## config.mk

```make
export PLATFORM = sky130hd
export DESIGN_NAME = pxp1_regs
export DESIGN_NICKNAME = d
export VERILOG_FILES = /design/src/design/pxp1_pkg.sv /design/src/design/pxp1_regs.sv
export SDC_FILE = /design/constraint.sdc
export NUM_CORES = 1
export LEC_CHECK = 0
export BUFFER_PORTS_ARGS = -buffer_cell sky130_fd_sc_hd__buf_4
export CAP_MARGIN = 10
export CORE_MARGIN = 4
export CORE_UTILIZATION = 53
export DETAILED_ROUTE_END_ITERATION = 10
export PLACE_DENSITY = 0.79
export SYNTH_ARGS = -nofsm -noshare
export SYNTH_HDL_FRONTEND = slang
export SYNTH_SLANG_ARGS = --single-unit
```

## constraint.sdc

```tcl
create_clock -name pclk -period 2.82 [get_ports pclk]
set_input_delay 0.141 -clock pclk [delete_from_list [all_inputs] [get_ports pclk]]
set_output_delay 0.141 -clock pclk [all_outputs]
set_load 0.005 [all_outputs]
```

## src/design/pxp1_pkg.sv

```systemverilog
package pxp1_pkg;

  // ==========================================================================
  // Management address map.
  localparam logic [4:0]  PAGE_SEL_ADDR    = 5'h1f;
  localparam logic [15:0] PAGE_MAIN        = 16'h0000;
  localparam logic [15:0] PAGE_EXT1        = 16'h0001;
  localparam logic [4:0]  UPPER_FIRST      = 5'h10;
  localparam logic [4:0]  UPPER_LAST       = 5'h1e;
  localparam logic [4:0]  FIBER_CTRL_ADDR  = 5'h10;
  localparam logic [4:0]  GOOD_CRC_ADDR    = 5'h12;
  localparam logic [4:0]  EXT_MODE_ADDR    = 5'h13;

  // ==========================================================================
  // APB byte offsets of the block's own registers.
  localparam logic [11:0] APB_MGMT_CMD     = 12'h000;
  localparam logic [11:0] APB_MGMT_RDATA   = 12'h004;
  localparam logic [11:0] APB_IRQ_STATUS   = 12'h008;
  localparam logic [11:0] APB_IRQ_MASK     = 12'h00c;
  localparam logic [11:0] APB_LINK_STATUS  = 12'h010;

  // ==========================================================================
  // Field positions and reset values.
  localparam int          TX_RF_HI         = 15;
  localparam int          TX_RF_LO         = 14;
  localparam int          LP_RF_HI         = 13;
  localparam int          LP_RF_LO         = 12;
  localparam int          ALLOW_1000X_BIT  = 9;
  localparam int          ALLOW_100FX_BIT  = 8;
  localparam int          FEF_BIT          = 6;
  localparam int          PKT_SEEN_BIT     = 15;
  localparam int          LED_EXT_HI       = 15;
  localparam int          LED_EXT_LO       = 12;
  localparam int          BLINK_BIT        = 11;
  localparam int          FLF_BIT          = 4;
  localparam int          XOVER_HI         = 3;
  localparam int          XOVER_LO         = 2;
  localparam int          SIGNAL_DETECT_INPUT_POL_BIT   = 0;
  localparam logic [15:0] FIBER_CTRL_WMASK = 16'hc300;
  localparam logic [15:0] EXT_MODE_WMASK   = 16'hf81d;
  localparam logic [15:0] FIBER_CTRL_RST   = 16'h0300;
  localparam logic [15:0] EXT_MODE_RST     = 16'h0000;
  localparam logic [13:0] CRC_MODULUS_LAST = 14'd9999;
  localparam int          FIBER_PORTS      = 4;
  localparam logic [2:0]  PORT_ID_RST      = 3'h0;

  // ==========================================================================
  // Interrupt status bits.
  localparam int          IRQ_FEF          = 0;
  localparam int          IRQ_PKT          = 1;
  localparam int          IRQ_WRAP         = 2;

  typedef enum logic [1:0] {
    PXP1_XOVER_AUTO,
    PXP1_XOVER_RSVD,
    PXP1_XOVER_MDI,
    PXP1_XOVER_MDIX
  } pxp1_xover_t;

  typedef struct packed {
    logic [3:0]  led_ext_mode;
    logic        reset_blink_en;
    logic        fast_link_fail_en;
    pxp1_xover_t crossover;
    logic        signal_detect_input_active_low;
    logic [1:0]  tx_remote_fault;
    logic        allow_1000x;
    logic        allow_100fx;
  } pxp1_cfg_t;

endpackage : pxp1_pkg

```

## src/design/pxp1_regs.sv

```systemverilog
`timescale 1ns/1ps
// Functional notes
// - Writing 0x0001 to management address 31 selects extended page one for upper addresses.
// - Writing 0x0000 to address 31 returns upper addresses to the main register space.
// - With page one selected, addresses 16 to 30 reach the page-one registers.
// - Addresses 0 to 15 always reach the standard registers whatever page is selected.
// - Fiber control bits 15:14 are read/write, reset 00, and are sent out as local remote fault.
// - Fiber control bits 13:12 read back the far partner's remote-fault bits from negotiation.
// - Fiber control bit 9, reset 1, permits gigabit fiber link-up when set and suppresses it when clear.
// - Fiber control bit 8, reset 1, permits 100 Mb fiber link-up when set and suppresses it when clear.
// - Fiber control bit 6 is set by a 100 Mb far-end fault and cleared by reading the register.
// - Good-CRC register bit 15 is set by any good copper packet since the last read and cleared on read.
// - Good-CRC bits 13:0 count good copper packets modulo 10000, wrap after 9999 and clear on read.
// - Extended mode bits 15:12, reset 0, switch LED3 to LED0 into their extended display set.
// - Extended mode bit 11, reset 0, enables the LED blink when the sleep hold is released.
// - Extended mode bit 4 enables the fast link failure pin, else the pin is general-purpose I/O.
// - Extended mode bits 3:2 choose crossover: 00 automatic, 01 reserved, 10 forced MDI, 11 forced MDI-X.
// - Fiber control settings reach the permits and remote fault on ports 0 to 3 only; the cfg allow bits follow them on every port.
module pxp1_regs (
  input  wire logic                pclk,
  input  wire logic                presetn,
  input  wire logic                psel,
  input  wire logic                penable,
  input  wire logic                pwrite,
  input  wire logic [11:0]         paddr,
  input  wire logic [31:0]         pwdata,
  output logic      [31:0]         prdata,
  output logic                     pready,
  output logic                     pslverr,
  input  wire logic [2:0]          port_id,
  input  wire logic [1:0]          far_partner_remote_fault,
  input  wire logic                far_end_fault,
  input  wire logic                good_crc_packet,
  input  wire logic [1:0]          signal_detect_input,
  output logic [1:0]               signal_detect_seen,
  output pxp1_pkg::pxp1_cfg_t      cfg,
  output logic [15:0]              std_rdata_req,
  output logic                     fiber_1000x_permit,
  output logic                     fiber_100fx_permit,
  output logic                     irq
);
  import pxp1_pkg::*;

  // ==========================================================================
  // Synchronisers for asynchronous pins.
  logic [1:0] far_rf_s1_ff, far_rf_s2_ff;
  logic       fef_s1_ff, fef_s2_ff, fef_s3_ff;
  logic [1:0] sd_s1_ff, sd_s2_ff;
  // The port number is a strap and is synchronised like any pin. Until it has crossed both
  // flops the block assumes port 0, so a non-fiber port may show its permits for two cycles.
  logic [2:0] port_id_s1_ff, port_id_s2_ff;

  always_ff @(posedge pclk or negedge presetn) begin
    if (!presetn) begin
      far_rf_s1_ff <= 2'h0;
      far_rf_s2_ff <= 2'h0;
      fef_s1_ff    <= 1'b0;
      fef_s2_ff    <= 1'b0;
      fef_s3_ff    <= 1'b0;
      sd_s1_ff     <= 2'h0;
      sd_s2_ff     <= 2'h0;
      port_id_s1_ff <= PORT_ID_RST;
      port_id_s2_ff <= PORT_ID_RST;
    end else begin
      far_rf_s1_ff <= far_partner_remote_fault;
      far_rf_s2_ff <= far_rf_s1_ff;
      fef_s1_ff    <= far_end_fault;
      fef_s2_ff    <= fef_s1_ff;
      fef_s3_ff    <= fef_s2_ff;
      sd_s1_ff     <= signal_detect_input;
      sd_s2_ff     <= sd_s1_ff;
      port_id_s1_ff <= port_id;
      port_id_s2_ff <= port_id_s1_ff;
    end
  end

  logic fef_rise;
  assign fef_rise = fef_s2_ff && !fef_s3_ff;

  // ==========================================================================
  // APB decode. Side effects act once, on the first access edge; the second access cycle
  // only carries the registered answer, so a clear-on-read cannot swallow a fresh event.
  logic apb_wr, apb_rd;
  assign apb_wr = psel && penable && pwrite && !pready;
  assign apb_rd = psel && penable && !pwrite && !pready;

  function automatic logic known_offset(input logic [11:0] a);
    known_offset = (a == APB_MGMT_CMD) || (a == APB_MGMT_RDATA) || (a == APB_IRQ_STATUS) ||
                   (a == APB_IRQ_MASK) || (a == APB_LINK_STATUS);
  endfunction : known_offset

  // A management command word carries data in 15:0, the address in 20:16 and the write flag in 24.
  logic        mgmt_go;
  logic [4:0]  mgmt_addr;
  logic [15:0] mgmt_wdata;
  logic        mgmt_write;
  assign mgmt_go    = apb_wr && (paddr == APB_MGMT_CMD);
  assign mgmt_addr  = pwdata[20:16];
  assign mgmt_wdata = pwdata[15:0];
  assign mgmt_write = pwdata[24];

  // ==========================================================================
  // Page select register.
  logic [15:0] page_sel_ff;
  logic        page_one;
  assign page_one = (page_sel_ff == PAGE_EXT1);

  always_ff @(posedge pclk or negedge presetn) begin
    if (!presetn) begin
      page_sel_ff <= PAGE_MAIN;
    end else if (mgmt_go && mgmt_write && mgmt_addr == PAGE_SEL_ADDR) begin
      page_sel_ff <= mgmt_wdata;
    end
  end

  function automatic logic in_page_one(input logic [4:0] a, input logic p1);
    in_page_one = p1 && (a >= UPPER_FIRST) && (a <= UPPER_LAST);
  endfunction : in_page_one

  logic p1_hit, p1_read;
  assign p1_hit  = mgmt_go && in_page_one(mgmt_addr, page_one);
  assign p1_read = p1_hit && !mgmt_write;

  // ==========================================================================
  // Page-one control registers.
  logic [15:0] fiber_ctrl_ff, ext_mode_ff;

  always_ff @(posedge pclk or negedge presetn) begin
    if (!presetn) begin
      fiber_ctrl_ff <= FIBER_CTRL_RST;
      ext_mode_ff   <= EXT_MODE_RST;
    end else if (p1_hit && mgmt_write) begin
      if (mgmt_addr == FIBER_CTRL_ADDR) begin
        fiber_ctrl_ff <= mgmt_wdata & FIBER_CTRL_WMASK;
      end
      if (mgmt_addr == EXT_MODE_ADDR) begin
        ext_mode_ff <= mgmt_wdata & EXT_MODE_WMASK;
      end
    end
  end

  // Far-end fault flag: a new fault beats the read that would clear it.
  logic fef_flag_ff;
  always_ff @(posedge pclk or negedge presetn) begin
    if (!presetn) begin
      fef_flag_ff <= 1'b0;
    end else if (fef_rise) begin
      fef_flag_ff <= 1'b1;
    end else if (p1_read && mgmt_addr == FIBER_CTRL_ADDR) begin
      fef_flag_ff <= 1'b0;
    end
  end

  // ==========================================================================
  // Good-CRC counter. good_crc_packet is a one-cycle strobe from local logic.
  logic        crc_rd;
  logic        pkt_seen_ff;
  logic [13:0] crc_cnt_ff;
  logic        crc_wrap;
  assign crc_rd   = p1_read && (mgmt_addr == GOOD_CRC_ADDR);
  assign crc_wrap = good_crc_packet && (crc_cnt_ff == CRC_MODULUS_LAST);

  always_ff @(posedge pclk or negedge presetn) begin
    if (!presetn) begin
      crc_cnt_ff <= 14'h0;
    end else if (crc_rd) begin
      crc_cnt_ff <= good_crc_packet ? 14'h1 : 14'h0;
    end else if (good_crc_packet) begin
      crc_cnt_ff <= crc_wrap ? 14'h0 : crc_cnt_ff + 14'h1;
    end
  end

  always_ff @(posedge pclk or negedge presetn) begin
    if (!presetn) begin
      pkt_seen_ff <= 1'b0;
    end else if (good_crc_packet) begin
      pkt_seen_ff <= 1'b1;
    end else if (crc_rd) begin
      pkt_seen_ff <= 1'b0;
    end
  end

  // ==========================================================================
  // Management read data.
  logic [15:0] nxt_mgmt_rdata;
  logic [15:0] mgmt_rdata_ff;

  always_comb begin
    nxt_mgmt_rdata = 16'h0;
    if (mgmt_addr == PAGE_SEL_ADDR) begin
      nxt_mgmt_rdata = page_sel_ff;
    end else if (in_page_one(mgmt_addr, page_one)) begin
      unique case (mgmt_addr)
        FIBER_CTRL_ADDR: begin
          nxt_mgmt_rdata = fiber_ctrl_ff;
          nxt_mgmt_rdata[LP_RF_HI:LP_RF_LO] = far_rf_s2_ff;
          nxt_mgmt_rdata[FEF_BIT] = fef_flag_ff;
        end
        GOOD_CRC_ADDR: begin
          nxt_mgmt_rdata = {pkt_seen_ff, 1'b0, crc_cnt_ff};
        end
        EXT_MODE_ADDR: nxt_mgmt_rdata = ext_mode_ff;
        default:       nxt_mgmt_rdata = 16'h0;
      endcase
    end
  end

  // Standard-space read addresses are passed out so the main register file can answer.
  always_ff @(posedge pclk or negedge presetn) begin
    if (!presetn) begin
      mgmt_rdata_ff <= 16'h0;
      std_rdata_req <= 16'h0;
    end else if (mgmt_go && !mgmt_write) begin
      mgmt_rdata_ff <= nxt_mgmt_rdata;
      std_rdata_req <= {11'h0, mgmt_addr};
    end
  end

  // ==========================================================================
  // Interrupts: sticky status cleared by reading it; events win over the clear.
  logic [2:0] irq_stat_ff, irq_mask_ff, irq_evt;
  assign irq_evt = {crc_wrap, good_crc_packet, fef_rise};

  always_ff @(posedge pclk or negedge presetn) begin
    if (!presetn) begin
      irq_stat_ff <= 3'h0;
    end else if (apb_rd && paddr == APB_IRQ_STATUS) begin
      irq_stat_ff <= irq_evt;
    end else begin
      irq_stat_ff <= irq_stat_ff | irq_evt;
    end
  end

  always_ff @(posedge pclk or negedge presetn) begin
    if (!presetn) begin
      irq_mask_ff <= 3'h0;
    end else if (apb_wr && paddr == APB_IRQ_MASK) begin
      irq_mask_ff <= pwdata[2:0];
    end
  end

  logic [2:0] nxt_irq_stat_view;
  assign nxt_irq_stat_view = (apb_rd && paddr == APB_IRQ_STATUS) ? irq_evt : (irq_stat_ff | irq_evt);

  always_ff @(posedge pclk or negedge presetn) begin
    if (!presetn) begin
      irq <= 1'b0;
    end else begin
      irq <= |(nxt_irq_stat_view & irq_mask_ff);
    end
  end

  // ==========================================================================
  // Outputs towards the port logic.
  logic fiber_port;
  assign fiber_port = (32'(port_id_s2_ff) < FIBER_PORTS);

  always_ff @(posedge pclk or negedge presetn) begin
    if (!presetn) begin
      cfg                <= '0;
      fiber_1000x_permit <= 1'b0;
      fiber_100fx_permit <= 1'b0;
      signal_detect_seen <= 2'h0;
    end else begin
      cfg.led_ext_mode      <= ext_mode_ff[LED_EXT_HI:LED_EXT_LO];
      cfg.reset_blink_en    <= ext_mode_ff[BLINK_BIT];
      cfg.fast_link_fail_en <= ext_mode_ff[FLF_BIT];
      cfg.crossover         <= pxp1_xover_t'(ext_mode_ff[XOVER_HI:XOVER_LO]);
      cfg.signal_detect_input_active_low <= ext_mode_ff[SIGNAL_DETECT_INPUT_POL_BIT];
      cfg.tx_remote_fault   <= fiber_port ? fiber_ctrl_ff[TX_RF_HI:TX_RF_LO] : 2'h0;
      cfg.allow_1000x       <= fiber_ctrl_ff[ALLOW_1000X_BIT];
      cfg.allow_100fx       <= fiber_ctrl_ff[ALLOW_100FX_BIT];
      fiber_1000x_permit    <= fiber_port && fiber_ctrl_ff[ALLOW_1000X_BIT];
      fiber_100fx_permit    <= fiber_port && fiber_ctrl_ff[ALLOW_100FX_BIT];
      signal_detect_seen    <= ext_mode_ff[SIGNAL_DETECT_INPUT_POL_BIT] ? ~sd_s2_ff : sd_s2_ff;
    end
  end

  // ==========================================================================
  // APB read mux and response.
  logic [31:0] nxt_prdata;
  always_comb begin
    nxt_prdata = 32'h0;
    unique case (paddr)
      APB_MGMT_RDATA:  nxt_prdata = {16'h0, mgmt_rdata_ff};
      APB_IRQ_STATUS:  nxt_prdata = {29'h0, irq_stat_ff};
      APB_IRQ_MASK:    nxt_prdata = {29'h0, irq_mask_ff};
      APB_LINK_STATUS: nxt_prdata = {28'h0, signal_detect_seen, fiber_1000x_permit, fiber_100fx_permit};
      default:         nxt_prdata = 32'h0;
    endcase
  end

  // Ready is registered, so each access phase lasts exactly two cycles.
  always_ff @(posedge pclk or negedge presetn) begin
    if (!presetn) begin
      pready  <= 1'b0;
      pslverr <= 1'b0;
      prdata  <= 32'h0;
    end else begin
      pready  <= psel && penable && !pready;
      pslverr <= psel && penable && !pready && !known_offset(paddr);
      prdata  <= (psel && penable && !pready) ? nxt_prdata : 32'h0;
    end
  end

  // ==========================================================================
  // Checks.
  a_page_select_one: assert property (@(posedge pclk) disable iff (!presetn)
    (mgmt_go && mgmt_write && mgmt_addr == PAGE_SEL_ADDR && mgmt_wdata == PAGE_EXT1) |=> page_one)
    else $error("page one not selected");
  a_page_select_main: assert property (@(posedge pclk) disable iff (!presetn)
    (mgmt_go && mgmt_write && mgmt_addr == PAGE_SEL_ADDR && mgmt_wdata == PAGE_MAIN) |=> !page_one)
    else $error("main space not restored");
  a_low_addr_std: assert property (@(posedge pclk) disable iff (!presetn)
    (mgmt_go && mgmt_addr < UPPER_FIRST) |-> !p1_hit)
    else $error("low address went to page one");
  a_fef_sticky: assert property (@(posedge pclk) disable iff (!presetn)
    fef_rise |=> fef_flag_ff)
    else $error("far end fault not captured");
  a_pkt_seen_set: assert property (@(posedge pclk) disable iff (!presetn)
    good_crc_packet |=> pkt_seen_ff)
    else $error("packet seen flag not set");
  a_crc_wrap_zero: assert property (@(posedge pclk) disable iff (!presetn)
    (crc_wrap && !crc_rd) |=> crc_cnt_ff == 14'h0)
    else $error("counter did not wrap");
  a_crc_bound: assert property (@(posedge pclk) disable iff (!presetn)
    crc_cnt_ff <= CRC_MODULUS_LAST)
    else $error("counter beyond modulus");
  a_permit_port: assert property (@(posedge pclk) disable iff (!presetn)
    !fiber_port |=> !fiber_1000x_permit && !fiber_100fx_permit)
    else $error("fiber permit on non-fiber port");
  a_xover_follow: assert property (@(posedge pclk) disable iff (!presetn)
    ##1 cfg.crossover == $past(ext_mode_ff[XOVER_HI:XOVER_LO]))
    else $error("crossover mode mismatch");

  // ==========================================================================
  // Checks on clear-on-read, counting and register writes.
  a_fef_clear: assert property (@(posedge pclk) disable iff (!presetn)
    (p1_read && mgmt_addr == FIBER_CTRL_ADDR && !fef_rise) |=> !fef_flag_ff)
    else $error("far end fault flag not cleared by read");
  a_crc_clear: assert property (@(posedge pclk) disable iff (!presetn)
    (crc_rd && !good_crc_packet) |=> !pkt_seen_ff && crc_cnt_ff == 14'h0)
    else $error("good packet register not cleared by read");
  a_crc_step: assert property (@(posedge pclk) disable iff (!presetn)
    (good_crc_packet && !crc_rd && !crc_wrap) |=> crc_cnt_ff == $past(crc_cnt_ff) + 14'h1)
    else $error("counter did not step by one");
  a_fiber_write: assert property (@(posedge pclk) disable iff (!presetn)
    (p1_hit && mgmt_write && mgmt_addr == FIBER_CTRL_ADDR) |=> fiber_ctrl_ff == ($past(mgmt_wdata) & FIBER_CTRL_WMASK))
    else $error("fiber control write lost");
  a_page_hold: assert property (@(posedge pclk) disable iff (!presetn)
    (page_one && !(mgmt_go && mgmt_write && mgmt_addr == PAGE_SEL_ADDR)) |=> page_one)
    else $error("page one dropped without a write");

  // ==========================================================================
  // Checks on the port-facing outputs and the bus answer.
  a_permit_follow: assert property (@(posedge pclk) disable iff (!presetn)
    fiber_port |=> {fiber_1000x_permit, fiber_100fx_permit} == $past(fiber_ctrl_ff[ALLOW_1000X_BIT:ALLOW_100FX_BIT]))
    else $error("fiber permit does not follow its bit");
  a_remote_fault_port: assert property (@(posedge pclk) disable iff (!presetn)
    !fiber_port |=> cfg.tx_remote_fault == 2'h0)
    else $error("remote fault sent on non-fiber port");
  a_pready_pulse: assert property (@(posedge pclk) disable iff (!presetn)
    pready |=> !pready)
    else $error("ready held longer than one cycle");
  a_error_ready: assert property (@(posedge pclk) disable iff (!presetn)
    pslverr |-> pready)
    else $error("error response without ready");
  c_page_one_write: cover property (@(posedge pclk) p1_hit && mgmt_write);
  c_fef_event: cover property (@(posedge pclk) fef_rise);
  c_port_off: cover property (@(posedge pclk) !fiber_port);
  c_crc_wrap: cover property (@(posedge pclk) crc_wrap);
  c_irq_raise: cover property (@(posedge pclk) !irq ##1 irq);

endmodule : pxp1_regs

```

Word-level counts from Yosys, hierarchy flattened
Cells that the tools add are included.
Widths: inputs -> output; s select.
{"block": "word_totals", "regBits": 125, "input_bits": 58, "out_inout_bits": 68, "wordCells": 106}
{"block": "op_classes", "n_addsub": 1, "magnitude_cmp": 3, "eq_ne": 10, "mux": 16, "bitwise_logic": 3, "n_reduce_logical": 39}
{"operator": "$pmux 16 s4", "count": 1}
{"operator": "$mux 16", "count": 3}
{"operator": "$pmux 16 s3", "count": 1}
{"operator": "$mux 14", "count": 3}
{"operator": "$eq 12x4->1 const B", "count": 2}
{"operator": "$logic_and 1x1->1", "count": 24}
{"operator": "$eq 5x5->1 const B", "count": 4}
{"operator": "$eq 16x1->1 const B", "count": 1}
{"operator": "$add 14x1->14 const B", "count": 1}
{"operator": "$eq 14x14->1 const B", "count": 1}
{"operator": "$eq 12x3->1 const B", "count": 1}
{"operator": "$eq 12x5->1 const B", "count": 1}
{"operator": "$logic_not 12->1", "count": 1}
{"operator": "$ge 5x5->1 const B", "count": 1}
{"operator": "$le 5x5->1 const B", "count": 1}
{"operator": "$logic_not 1->1", "count": 5}
{"operator": "$mux 1", "count": 5}
{"operator": "$logic_or 1x1->1", "count": 4}
{"operator": "$mux 2", "count": 2}
{"operator": "$reduce_and 2->1", "count": 2}
{"operator": "$reduce_bool 2->1", "count": 2}
{"operator": "$and 3x3->3", "count": 1}
{"operator": "$lt 3x3->1 const B", "count": 1}
{"operator": "$mux 3", "count": 1}
{"operator": "3 further kinds", "count": 3}

Logic depth before layout (Yosys ltp)
{"block": "depth", "word_depth": 9, "mapped_depth": 8, "ltp_nobuf": 6}

Worst setup path after synthesis
No wires, ideal clock.
{"block": "synth_timing", "path_type": "register -> register", "startpoint": "reg pready", "endpoint": "reg page_sel_ff[10]", "setup_time_ns": 0.125, "t_arrival_ns": 1.948, "required_ns": 2.695, "setup_slack_ns": 0.747, "stages_incl_launch_ff": 8, "synth_period_minus_slack_ns": 2.073, "path_cell_list": "dfrtp_1 -> and3b_1 -> buf_2 -> and3_1 -> nand4_4 -> nor3_2 -> buf_4 -> mux2_2"}
{"block": "synth_via", "elab_chain_cells": 5}
{"item": "start, declared", "line": "pxp1_regs.sv:28", "text": "output logic pready,"}
{"item": "start signal, assigned", "line": "pxp1_regs.sv:300", "text": "pready <= psel && penable && !pready;"}
{"item": "$logic_not 1->1", "line": "pxp1_regs.sv:84", "text": "assign apb_wr = psel && penable && pwrite && !pready;"}
{"item": "$logic_and 1x1->1", "line": "pxp1_regs.sv:84"}
{"item": "$logic_and 1x1->1", "line": "pxp1_regs.sv:97", "text": "assign mgmt_go = apb_wr && (paddr == APB_MGMT_CMD);"}
{"item": "$logic_and 1x1->1 (2 in a row)", "line": "pxp1_regs.sv:111", "text": "end else if (mgmt_go && mgmt_write && mgmt_addr == PAGE_SEL_ADDR) begin"}
{"item": "end signal, assigned", "line": "pxp1_regs.sv:112", "text": "page_sel_ff <= mgmt_wdata;"}
{"item": "end, declared", "line": "pxp1_regs.sv:104", "text": "logic [15:0] page_sel_ff;"}
Every way passes these cells.
A chain may end at the register's enable or synchronous reset.

Final worst setup path
{"block": "layout_timing", "startpoint": "reg page_sel_ff[1]", "endpoint": "reg crc_cnt_ff[0]"}
{"block": "layout_via", "elab_chain_cells": 7, "word_cells_on_any_way": 8, "classes_between": "1 x eq/ne; 1 x mux; 6 x reduce/logical"}
{"item": "$eq 16x1->1 (*)", "line": "pxp1_regs.sv:106", "text": "assign page_one = (page_sel_ff == PAGE_EXT1);"}
{"item": "$logic_and 1x1->1 (*) (2 in a row)", "line": "pxp1_regs.sv:117", "text": "in_page_one = p1 && (a >= UPPER_FIRST) && (a <= UPPER_LAST);"}
{"item": "$logic_and 1x1->1 (*)", "line": "pxp1_regs.sv:121", "text": "assign p1_hit = mgmt_go && in_page_one(mgmt_addr, page_one);"}
{"item": "$logic_and 1x1->1 (*)", "line": "pxp1_regs.sv:122", "text": "assign p1_read = p1_hit && !mgmt_write;"}
{"item": "$logic_and 1x1->1 (*)", "line": "pxp1_regs.sv:160", "text": "assign crc_rd = p1_read && (mgmt_addr == GOOD_CRC_ADDR);"}
{"item": "$mux 14 / $reduce_bool 2->1 (equally long branches)"}
{"item": "end signal, assigned", "line": "pxp1_regs.sv:167", "text": "crc_cnt_ff <= good_crc_packet ? 14'h1 : 14'h0;"}
{"item": "end signal, assigned", "line": "pxp1_regs.sv:169", "text": "crc_cnt_ff <= crc_wrap ? 14'h0 : crc_cnt_ff + 14'h1;"}
{"item": "end, declared", "line": "pxp1_regs.sv:158", "text": "logic [13:0] crc_cnt_ff;"}
Mark *: on every way between the ends. The rest lies on a longest branch, timed or not.

==> results_dict.tcl <==
set metrics [dict create \
    status "complete, no violations" \
    final_hold_viol_count 0 \
    clock_sinks 121 \
    max-slew-margin-rel_pct 47.9 \
    postSynth.asyncResetShare_pct 100 \
    wl_mm 12.7 \
    synth_edf_count 0 \
    crit_type "register to register" \
    grt_pass1_wl_mm 20.0 \
    synth_area_mm2 0.00523 \
    reg2reg_depth 7 \
    reg2reg_from "page_sel_ff[1]$_DFFE_PN0P_" \
    path_clk_slew_ns 0.06 \
    area_growth_pct 30.8 \
    grt_antenna_before_repair 0 \
    drc 0 \
    dieHeight_um 107 \
    worstPathCellList "nor4b_1 > nand4_1 > nor3_2 > buf_4 > and3_1 > buf_4 > o31ai_1" \
    drt-pass1-iter-count 6 \
    finalSetupTns_ns 0 \
    drv_slew 0 \
    fin_nets 624 \
    period_share_pct 85.6 \
    cp_common_cell "buf_4" \
    synth.distinct_cells 49 \
    worstSetupStartpointType "register" \
    max_stage_delay_ns 0.56 \
    vias 3952 \
    cts_tree "done" \
    die_w_um 107 \
    maxCapViolations 0 \
    rsz0062_at_grt "no" \
    fillers 634 \
    first_global_vias 3980 \
    endpoint_kind "register" \
    period_needed_ns 2.41 \
    leakagePower_nw 3.30 \
    arrival_ns 2.81 \
    r2r-end "crc_cnt_ff[0]$_DFFE_PN0P_" \
    ys_seq_elements 121 \
    drt-vias-per-instance 5.59 \
    cts_root_buf "clkbuf_8" \
    tightest_slew_ns 0.775 \
    diodes 0 \
    hold_path_startpoint "penable" \
    drt_iter0_markers 359 \
    power.density_mw_per_mm2 632 \
    clock_skew_ns 0.00901 \
    synth_cells 439 \
    portBuffers 86 \
    clock_latency_ns 0.53 \
    hpwl_mm 8.47 \
    synth_top_area_share_pct 56.9 \
    place_congestion 0.900 \
    max_freq_ghz 0.414 \
    fin_hold_ws_ns 0.0203 \
    dieArea_mm2 0.0115 \
    io_pins 126 \
    cts_max_path_buffers 2 \
    initial_utilization_pct 55.6 \
    yosysTopAreaCell "dfrtp_1" \
    finalPower_w 0.00433 \
    rows 35 \
    yosys_most_used_dff "dfrtp_1" \
    r2r_setup_slack_ns 0.41 \
    slowest_stage "nor4b_1" \
    setup_viol 0 \
    placeableCoreArea_mm2 0.00942 \
    hp-class "input pin to register" \
    gr-total-overflow 0 \
    cts_made_buffers 17 \
    min_to "pready$_DFF_PN0_" \
    grt_max_degree 60 \
    ff_latch_area_mm2 0.00303 \
    synthTopCellsByArea "dfrtp_1 57%, mux2_2 9.9%, buf_4 4.0%, nor2_1 2.9%, a21oi_1 2.1%" \
    track_usage_pct 22.8 \
    drt-wirelength-per-cell_um 17.9 \
    vdd_ir_drop_max_mv 0.421 \
    synth_warnings 0 \
    cp_top_family "simple AND/OR/NAND/NOR gates" \
    whs_path_depth 2 \
    synth_seq_area_share_pct 57.9 \
    drive_gt1_share_pct 31.7 \
    synth.avg_cell_area_um2 11.9 \
    final_antenna_net_count 0 \
    cp_data_required_time_ns 3.22 \
    crit_fanout 8 \
    path_buf_inv 2 \
    multi_input_area_mm2 0.00201 \
    htree_levels 4 \
]
[per-layer routing]
layer,vias up,wire [µm],GRT usage [%]
met5,-,0,0
li1,1776,-,-
met3,41,1040,6.72
met1,1931,4920,27.8
met4,0,321,8.84
met2,204,6390,38.4
[worst register-to-register path: cells and delay by family, from the launching register on]
| family | cells | cell delay, ns |
|---|---|---|
| compound gates | 1 | 0.08 |
| buf+inv | 2 | 0.41 |
| flops | 1 | 0.44 |
| simple gates | 4 | 1.37 |
[stage by stage]
step,setup WS (ns),cells,area (µm²),utilization (%)
after floorplan,0.747,465,5330,-
after global placement,0.594,645,5950,63.2
after detailed placement,0.541,645,5950,63.2
after CTS,0.475,707,6840,72.7
after global routing,0.349,707,6840,72.7
final,0.406,707,6840,72.7
[Yosys cell counts (4+ instances only)]
cell      count
xor2_1        6
mux2_2       46
inv_1         5
nor4_1        8
mux2i_1       4
nand4_1       6
a21o_1        4
buf_4        28
o21ai_0       6
dfrtp_1     119
nand2_1      18
nand3_1      11
a21oi_1      22
nor2_1       40
and2_1       12
a32oi_1       9
clkbuf_1     11
buf_2         6
a22oi_1      11
and3_1        4
nor3_1       12
nor2b_1       8
[power by group]
part	internal (W)	total, W	switching [W]
Combinational	0.000145	0.000309	0.000164
Sequential	0.00179	0.00187	0.0000775
Clock	0.00135	0.00215	0.000793
[area by class of cell]
type                       count  share of cell area, %
clock inverter                13                   2.49
clock buffer                  19                   6.16
sequential                   121                   44.3
inverter                       5                  0.274
timing repair buffer         126                   15.1
multi-input combinational    294                   29.3
tap                          129                   2.36
[cell usage in the layout (no fill, tap or decap), drive strengths merged, types with 4 or more instances in the layout]
cell type / count
and2: 12
o21ai: 6
nand3: 11
inv: 8
nand4: 7
a32oi: 9
a21o: 4
nand2: 18
nor4: 11
a22oi: 11
xor2: 6
nor2: 40
dfrtp: 119
clkinv: 4
buf: 96
mux2: 46
mux2i: 4
dlygate4sd3: 30
clkbuf: 19
and3: 5
a21oi: 22
nor3: 14
nor2b: 8
conb: 27
[worst max-delay path by stage]
| stage | startpoint | to | slack, ns | cells past startpoint |
|---|---|---|---|---|
| floorplan | pready$_DFF_PN0_ | page_sel_ff[10]$_DFFE_PN0P_ | 0.75 | 7 |
| global placement | pready$_DFF_PN0_ | page_sel_ff[5]$_DFFE_PN0P_ | 0.59 | 6 |
| detailed placement | pready$_DFF_PN0_ | page_sel_ff[10]$_DFFE_PN0P_ | 0.54 | 6 |
| CTS | page_sel_ff[1]$_DFFE_PN0P_ | crc_cnt_ff[0]$_DFFE_PN0P_ | 0.47 | 7 |
| global route | page_sel_ff[1]$_DFFE_PN0P_ | crc_cnt_ff[0]$_DFFE_PN0P_ | 0.35 | 7 |
| finish | page_sel_ff[1]$_DFFE_PN0P_ | crc_cnt_ff[0]$_DFFE_PN0P_ | 0.41 | 7 |
[cell families after synthesis]
logic type               after synthesis  synth area share [%]
AND/OR/NAND/NOR                      141                  15.3
flip-flops                           121                  57.9
AO/OA/AOI/OAI                         67                  8.71
multiplexers                          50                  10.7
buffers and inverters                 50                  5.74
XOR/XNOR                               8                  1.34
adder cells (fa/ha/maj)                1                 0.239
other                                  1                0.0717
[state kept, by name (all words and copies together), names as in the netlist, 3 cells and up]
name	cells
mgmt_rdata_ff	16
page_sel_ff	16
prdata	16
crc_cnt_ff	14
cfg	13
ext_mode_ff	9
std_rdata_req	5
fiber_ctrl_ff	4
irq_mask_ff	3
irq_stat_ff	3
[what timing repair did]
action | 4_1_cts | 5_1_grt
endpoints found under the hold margin | 108 | 0
hold buffers | 30 | 0
resized for setup | 0 | 0
endpoints found under the setup margin | 0 | 0
setup buffers | 0 | 0
Note: power is estimated with default switching activity, not from simulation.
